--- config.mk ---
export PLATFORM = sky130hd
export DESIGN_NAME = smk_gate
export DESIGN_NICKNAME = d
export VERILOG_FILES = /design/src/design/smk_pkg.sv /design/src/design/smk_key_match.sv /design/src/design/smk_gate.sv
export SDC_FILE = /design/constraint.sdc
export NUM_CORES = 1
export LEC_CHECK = 0
export BUFFER_PORTS_ARGS = -buffer_cell sky130_fd_sc_hd__clkbuf_2
export CELL_PAD_IN_SITES_DETAIL_PLACEMENT = 1
export CELL_PAD_IN_SITES_GLOBAL_PLACEMENT = 1
export CORE_UTILIZATION = 45
export DETAILED_ROUTE_END_ITERATION = 8
export GPL_TIMING_DRIVEN = 1
export PLACE_DENSITY_LB_ADDON = 0.1
export SLEW_MARGIN = 30
export SYNTH_ARGS = -nofsm -noshare
export SYNTH_HDL_FRONTEND = slang
export SYNTH_HIERARCHICAL = 1
export SYNTH_SLANG_ARGS = --single-unit
--- constraint.sdc ---
create_clock -name i_sys_clk -period 4.6 [get_ports i_sys_clk]
set_clock_uncertainty 0.05 [all_clocks]
set_input_delay 0.46 -clock i_sys_clk [delete_from_list [all_inputs] [get_ports i_sys_clk]]
set_output_delay 0.46 -clock i_sys_clk [all_outputs]
set_load 0.05 [all_outputs]
--- src/design/smk_pkg.sv ---
// smk_pkg: constants and carrier types for the security-mode key gate
// assumes: single 50 MHz clock domain, no software-visible registers
package smk_pkg;
   localparam int KEY_W = 16;
   localparam logic [31:0] UNLOCK_KEY_RST = 32'h3672_0414;
   localparam logic [31:0] FULL_KEY_RST   = 32'hFFFF_FFFF;
   localparam int LO_LSB = 0;
   localparam int HI_LSB = 16;

   typedef enum logic [1:0]
   {
      SMK_LOCKED   = 2'b00,
      SMK_UNLOCKED = 2'b01,
      SMK_FULL     = 2'b11
   } smk_mode_t;

   typedef struct packed
   {
      logic                 valid;
      logic                 is_key;
      logic [KEY_W-1:0]     data;
   } smk_cmd_t;

   typedef struct packed
   {
      logic gen_rw;
      logic blk_a_rd;
      logic blk_a_wr;
      logic blk_b_rw;
   } smk_perm_t;
endpackage

--- src/design/smk_key_match.sv ---
// smk_key_match: two-word key matcher on the command word stream
// assumes: words arrive one per valid cycle from the same clock domain
`timescale 1ns/10ps
`default_nettype none
module smk_key_match
(
   // clock and reset
   input  wire logic                         i_sys_clk,
   input  wire logic                         i_rst,
   // command word in
   input  wire logic                         i_valid,
   input  wire logic [smk_pkg::KEY_W-1:0]    i_word,
   // stored key
   input  wire logic [31:0]                  i_key,
   // result
   output logic                              o_match
);
   logic pend_r;
   logic pend_nxt;
   logic match_r;
   logic match_nxt;

   // entered word is byte-swapped relative to stored word
   function automatic logic [15:0] swap16(input logic [15:0] w);
      swap16 = {w[7:0], w[15:8]};
   endfunction

   always_comb
   begin
      pend_nxt  = pend_r;
      match_nxt = 1'b0;
      if (i_valid)
      begin
         if (!pend_r)
            pend_nxt = (swap16(i_word) == i_key[smk_pkg::LO_LSB +: 16]);
         else
         begin
            match_nxt = (swap16(i_word) == i_key[smk_pkg::HI_LSB +: 16]);
            pend_nxt  = 1'b0;
            if (!match_nxt)
               pend_nxt = (swap16(i_word) == i_key[smk_pkg::LO_LSB +: 16]);
         end
      end
   end

   always_ff @(posedge i_sys_clk or posedge i_rst)
   begin
      if (i_rst)
      begin
         pend_r  <= 1'b0;
         match_r <= 1'b0;
      end
      else
      begin
         pend_r  <= pend_nxt;
         match_r <= match_nxt;
      end
   end

   assign o_match = match_r;
endmodule
`default_nettype wire

--- src/design/smk_gate.sv ---
// smk_gate: security-mode gate for the nonvolatile parameter store
// assumes: command writes and key updates come from same-clock logic
//
// Summary of operation
// - mode advances only on its own key pair, returns to locked on relock
// - locked flag set while locked, cleared on unlock
// - full access flag cleared on full key
// - keys stored as two words, word 0 first
// - entered words are byte swapped
// - key updates accepted only in full access
// - access permissions follow the mode
`timescale 1ns/10ps
`default_nettype none
module smk_gate
(
   // clock and reset
   input  wire logic                        i_sys_clk,
   input  wire logic                        i_rst,
   // control command port
   input  wire smk_pkg::smk_cmd_t           i_cmd,
   input  wire logic                        i_relock,
   // key update request
   input  wire logic                        i_key_wr,
   input  wire logic                        i_key_sel_full,
   input  wire logic [31:0]                 i_key_data,
   // status and permissions
   output logic                             o_locked_flag,
   output logic                             o_full_access_state_flag,
   output smk_pkg::smk_mode_t               o_mode,
   output smk_pkg::smk_perm_t               o_perm,
   output logic                             o_key_wr_ack,
   output logic                             o_key_wr_nak
);
   // mode state
   smk_pkg::smk_mode_t mode_r;
   smk_pkg::smk_mode_t mode_nxt;

   // stored keys and update responses
   logic [31:0]        ukey_r;
   logic [31:0]        ukey_nxt;
   logic [31:0]        fkey_r;
   logic [31:0]        fkey_nxt;
   logic               ack_r;
   logic               ack_nxt;
   logic               nak_r;
   logic               nak_nxt;

   // status word and permissions
   logic               lk_r;
   logic               lk_nxt;
   logic               fa_r;
   logic               fa_nxt;
   smk_pkg::smk_perm_t perm_r;
   smk_pkg::smk_perm_t perm_nxt;

   // matcher hookup, index 0 unlock, index 1 full access
   logic               key_word;
   wire  [1:0]         hit;
   logic               unl_hit;
   logic               full_hit;

   // mode decodes shared by status and key gate
   function automatic logic is_locked(input smk_pkg::smk_mode_t m);
      is_locked = (m == smk_pkg::SMK_LOCKED);
   endfunction

   function automatic logic is_full(input smk_pkg::smk_mode_t m);
      is_full = (m == smk_pkg::SMK_FULL);
   endfunction

   // access rights per mode
   function automatic smk_pkg::smk_perm_t perm_of(input smk_pkg::smk_mode_t m);
      perm_of.gen_rw   = !is_locked(m);
      perm_of.blk_a_rd = 1'b1;
      perm_of.blk_a_wr = !is_locked(m);
      perm_of.blk_b_rw = 1'b1;
   endfunction

   // every valid write is a key candidate, so other writes break a pair
   assign key_word = i_cmd.valid;
   assign unl_hit  = hit[0];
   assign full_hit = hit[1];

   genvar g;
   generate
      for (g = 0; g < 2; g++)
      begin : g_match
         smk_key_match u_match
         (
            .i_sys_clk (i_sys_clk),
            .i_rst     (i_rst),
            .i_valid   (key_word),
            .i_word    (i_cmd.data),
            .i_key     ((g == 0) ? ukey_r : fkey_r),
            .o_match   (hit[g])
         );
      end
   endgenerate

   // mode transitions; each mode honours only its own next key
   always_comb
   begin
      mode_nxt = mode_r;
      unique case (mode_r)
         smk_pkg::SMK_LOCKED:
         begin
            if (unl_hit)
               mode_nxt = smk_pkg::SMK_UNLOCKED;
         end
         smk_pkg::SMK_UNLOCKED:
         begin
            if (i_relock)
               mode_nxt = smk_pkg::SMK_LOCKED;
            else if (full_hit)
               mode_nxt = smk_pkg::SMK_FULL;
         end
         smk_pkg::SMK_FULL:
         begin
            if (i_relock)
               mode_nxt = smk_pkg::SMK_LOCKED;
         end
         default:
            mode_nxt = smk_pkg::SMK_LOCKED;
      endcase
   end

   always_ff @(posedge i_sys_clk or posedge i_rst)
   begin
      if (i_rst)
         mode_r <= smk_pkg::SMK_LOCKED;
      else
         mode_r <= mode_nxt;
   end

   // key store rewrite, open only in full access
   always_comb
   begin
      ukey_nxt = ukey_r;
      fkey_nxt = fkey_r;
      if (i_key_wr && is_full(mode_r))
      begin
         if (i_key_sel_full)
            fkey_nxt = i_key_data;
         else
            ukey_nxt = i_key_data;
      end
   end

   always_ff @(posedge i_sys_clk or posedge i_rst)
   begin
      if (i_rst)
      begin
         ukey_r <= smk_pkg::UNLOCK_KEY_RST;
         fkey_r <= smk_pkg::FULL_KEY_RST;
      end
      else
      begin
         ukey_r <= ukey_nxt;
         fkey_r <= fkey_nxt;
      end
   end

   // one-cycle answer to every update request
   always_comb
   begin
      ack_nxt = 1'b0;
      nak_nxt = 1'b0;
      if (i_key_wr)
      begin
         if (is_full(mode_r))
            ack_nxt = 1'b1;
         else
            nak_nxt = 1'b1;
      end
   end

   always_ff @(posedge i_sys_clk or posedge i_rst)
   begin
      if (i_rst)
      begin
         ack_r <= 1'b0;
         nak_r <= 1'b0;
      end
      else
      begin
         ack_r <= ack_nxt;
         nak_r <= nak_nxt;
      end
   end

   // status follows the next mode so it changes together with o_mode
   always_comb
   begin
      lk_nxt   = is_locked(mode_nxt);
      fa_nxt   = !is_full(mode_nxt);
      perm_nxt = perm_of(mode_nxt);
   end

   always_ff @(posedge i_sys_clk or posedge i_rst)
   begin
      if (i_rst)
      begin
         lk_r   <= 1'b1;
         fa_r   <= 1'b1;
         perm_r <= smk_pkg::smk_perm_t'(4'h5);
      end
      else
      begin
         lk_r   <= lk_nxt;
         fa_r   <= fa_nxt;
         perm_r <= perm_nxt;
      end
   end

   assign o_mode                   = mode_r;
   assign o_locked_flag            = lk_r;
   assign o_full_access_state_flag = fa_r;
   assign o_perm                   = perm_r;
   assign o_key_wr_ack             = ack_r;
   assign o_key_wr_nak             = nak_r;
endmodule
`default_nettype wire

After elaboration in Yosys (flattened, before gate mapping)
Cells that the tools add are included.

word-level totals
  register bits = 75
  input port bits = 55
  output and inout bits = 10

cells by class
  equal/unequal tests = 7
  multiplexer cells = 17
  bitwise logic cells = 1
  reductions and logical operators = 7

operators by type and width
  operator            count
  $eq 16x16->1        4
  $mux 1              12
  $mux 2              4
  $pmux 2 s3          1
  $eq 2x2->1 const B  2
  $logic_not 2->1     2
  $reduce_and 2->1    2
  $eq 2x1->1 const B  1
  $logic_not 1->1     2
  $logic_and 1x1->1   1
  $not 1->1           1

Depth between registers and ports, before layout
  depth in word-level cells = 5
  mapped depth = 5
  mapped depth without buffers = 5

Cells and area by module
The synthesis kept the hierarchy.

by module, submodules not included
  module         times used  cells an instance  area an instance (µm²)  sequential area each (µm²)
  smk_gate       1           157                2977.9                  1833.0
  smk_key_match  2           50                 425.4                   50.0

Worst setup path after synthesis
OpenSTA, ideal clock, no wires.

  path type = flip-flop to flip-flop
  start = reg mode_r[1], in the netlist o_mode[1]
  end = reg ukey_r[0]
  library setup time = 125 ps
  arrival = 1451 ps
  data required time = 4425 ps
  slack = 2974 ps
  stages on the path, launching flop included = 4
  clock period less this slack = 1626 ps
  cells stage by stage = dfrtp_1 -> nand4b_4 -> buf_6 -> mux2_4

between the ends
  longest elaborated chain between the ends = 3

RTL lines
  element                            line             text
  from (decl)                        smk_gate.sv:35   smk_pkg::smk_mode_t mode_r;
  from (signal assigned)             smk_gate.sv:130  mode_r <= smk_pkg::SMK_LOCKED;
  from (signal assigned)             smk_gate.sv:132  mode_r <= mode_nxt;
  $eq 2x2->1                         smk_gate.sv:68   is_full = (m == smk_pkg::SMK_FULL);
  $logic_and 1x1->1                  smk_gate.sv:140  if (i_key_wr && is_full(mode_r))
  $reduce_and 2->1 (no source line)  n/a
  to (signal assigned)               smk_gate.sv:153  ukey_r <= smk_pkg::UNLOCK_KEY_RST;
  to (signal assigned)               smk_gate.sv:158  ukey_r <= ukey_nxt;
  to (decl)                          smk_gate.sv:39   logic [31:0] ukey_r;

No other way between the ends.
A chain may end at the register's enable or synchronous reset.

Worst setup path in the final report
  start = reg mode_r[1], in the netlist o_mode[1]
  end = reg ukey_r[3]

The elaborated chain is that of the path after synthesis.

==> reports/results.tsv <==
metric	value	unit
Layout fillers	849	
multi-input combinational cell area	1790	sq um
critical path launch point type	flop	
fin cells	433	
Max FO, Critical Path	32	
Nets	378	
Max Slew Vio Count	0	
post_cts resized	0	
Final Hold Viols	0	
number of buffers created by CTS	9	
Root Buffer	clkbuf_8	
Overall Global Routing Usage	19.3	%
Final period util	44.6	%
first-pass GRT wire length	12500	um
Pwr Density	297	nW/um^2
worst rel slew slack	38.7	%
vias	2159	
area taken by flip-flops and latches	1930	sq um
vias in the first global route	2392	
reg2reg end	ukey_r[3]	
clk_lat worst skew	0.34	ns
Setup Crit Path Kind	reg -> reg	
fmax	487	MHz
drt drc	0	
cell with the most instances after synthesis	mux2_4	
Arr. time, crit path	2.23	ns
leakage	2.21	nW
crit path capture	ukey_r[3]	
commonest cells in the netlist	mux2_4 (60), dfstp_2 (45), xnor2_1 (32), xor2_1 (32), dfrtp_1 (30)	
cts hold-fix bufs	1	
Critical Path RT	4.78	ns
top_reg_cell synth	dfstp_2	
Post-synth EDFFs	0	
R2R Setup Slk	2.55	ns
Setup WS post-layout	2.55	ns
post-CTS setup buffer count	0	
post-synth top area cell	dfstp_2	
Via density	4.99	
n_diodes	0	
placed cells	416	
Max VDD drop	0.124	mV
Critical path origin	o_mode[1]	
Met3 Wirelength	233	um
Reg2Reg Depth	2	
iteration count of the initial detailed-routing pass	2	
port buffer count	61	
H-tree depth	3	
status	complete, no violations	
top sig layer	met4	
M1 wire length	3630	um
Die Area	8880	sq um
max-capacitance violation count	0	
remaining global-route overflow	0	
GP Congestion	0.696	
row cnt	33	
post-synth top area share	30.9	%
Slew @ Worst Pin	0.918	ns
largest net degree at the start of global routing	40	
core box area	8220	sq um
clock buffer depth	2	
routed length on met2	3670	um
Area Growth Syn to Fin	15.3	%
Final min period	2.05	ns
hold path startpoint	i_key_data[5]	
Die X	94.2	um
Worst R2R Start	o_mode[1]	
Non-Filler Cell Area, Final	4420	sq um
TritonCTS clock tree	yes	
Seq/Total Area, Yosys	50.5	%
WL/cell	17.7	um
Routed Antenna Nets	0	
layout cells sized above 1	58.2	%
routed wire length	7660	um
I/O pin total	65	
Setup-failing EPs final	0	
CP Capture Type	flop	
average cell area after synthesis	14.9	sq um
Area contributors post-synth	dfstp_2 (31%), mux2_4 (24%), dfrtp_1 (20%), xnor2_1 (7.3%), xor2_1 (7.3%)	
post-DP HPWL	5410	um
Clock Sinks	75	
Post-DP Area	4190	sq um
YS warnings	6	
initial antenna violation count	0	
RSZ-0062 raised after global routing	no	
Mapped Area	3830	sq um
Hold WC Path Type	in -> reg	
Clock Pin Slew Worst Setup and Hold Paths	0.08	ns
Die Y	94.2	um
Mapped Cells	257	
#FFs+latches synth	75	
ys async rst share	100	%
Fin Setup TNS	0	ns
post-place setup slack	2.48	ns
starting density of the core	46.6	%
Initial DRC Count	41	
Yosys cell types	27	
## cells by family after synthesis
family          Yosys count  synth area share (%)
xor+xnor                 64                  14.6
mux                      64                  24.7
other cells               1                0.0979
flops                    75                  50.5
buf+inv                  14                  2.84
simple gates             31                  5.85
compound gates            8                  1.37
## layer usage
layer | vias to the layer above | global-route usage [%]
li1 | 1018 | -
met1 | 1091 | 26.0
met2 | 38 | 30.6
met4 | 0 | 7.69
met5 | - | 0
met3 | 12 | 3.64
## worst min path at each step
| stage | end | cells after the start |
|---|---|---|
| floorplan | g_match[0].u_match/o_match | 1 |
| global placement | g_match[1].u_match/o_match | 2 |
| detailed placement | g_match[0].u_match/o_match | 2 |
| CTS | fkey_r[5] | 2 |
| global route | ukey_r[14] | 2 |
| finish | fkey_r[5] | 2 |
## layout make-up
class | count | area share, %
clock inverters | 5 | 1.76
inverters | 5 | 0.425
well taps | 105 | 2.98
repair buffers | 63 | 7.31
multi-input cells | 169 | 40.5
clock buffers | 11 | 3.20
flip-flops and latches | 75 | 43.8
## placed cells by master, fill, tap and decap left out, drive strengths merged
cell type / Yosys / final
clkbuf: 0 / 72
mux2: 64 / 64
dfstp: 45 / 45
xor2: 32 / 32
xnor2: 32 / 32
dfrtp: 30 / 30
nand4: 9 / 9
nor4: 8 / 8
inv: 5 / 5
nand3: 4 / 4
nor3: 4 / 4
a21o: 2 / 2
conb: 1 / 2
clkinv: 0 / 2
bufinv: 0 / 2
o22ai: 2 / 2
and2: 2 / 2
nand4b: 1 / 1
nor2b: 1 / 1
o21a: 1 / 1
nor2: 1 / 1
o21ai: 1 / 1
a21oi: 1 / 1
and3: 1 / 1
a21boi: 1 / 1
clkinvlp: 0 / 1
dlygate4sd3: 0 / 1
buf: 9 / 1
## through the flow
step,utilization (%),power (mW),hold WS [ns]
global placement,51.0,0.763,0.292
detailed placement,51.0,0.765,0.297
CTS,53.7,1.33,0.292
global route,53.7,1.37,0.300
floorplan,-,0.715,0.151
finish,53.7,1.31,0.306
## power breakdown
part | switching, mW | leakage [nW] | internal [mW]
clock | 0.242 | 0.109 | 0.319
sequential | 0.0000906 | 0.881 | 0.661
combinational | 0.0551 | 1.22 | 0.0356
total | 0.297 | 2.21 | 1.02
## sequential cells by signal, summed over array words and instances, names as in the netlist
signal,flops
fkey_r,32
o_full_access_state_flag,1
g_match.u_match/o_match,2
ukey_r,32
o_key_wr_nak,1
g_match.u_match/pend_r,2
o_perm,1
o_locked_flag,1
o_key_wr_ack,1
o_mode,2
## worst max-delay path: stages (launching register included)
cell and delay (ns):
dfrtp_1 0.55, nand4b_4 0.73, mux2_4 0.57
No activity file was read; power rests on OpenSTA's default activity.
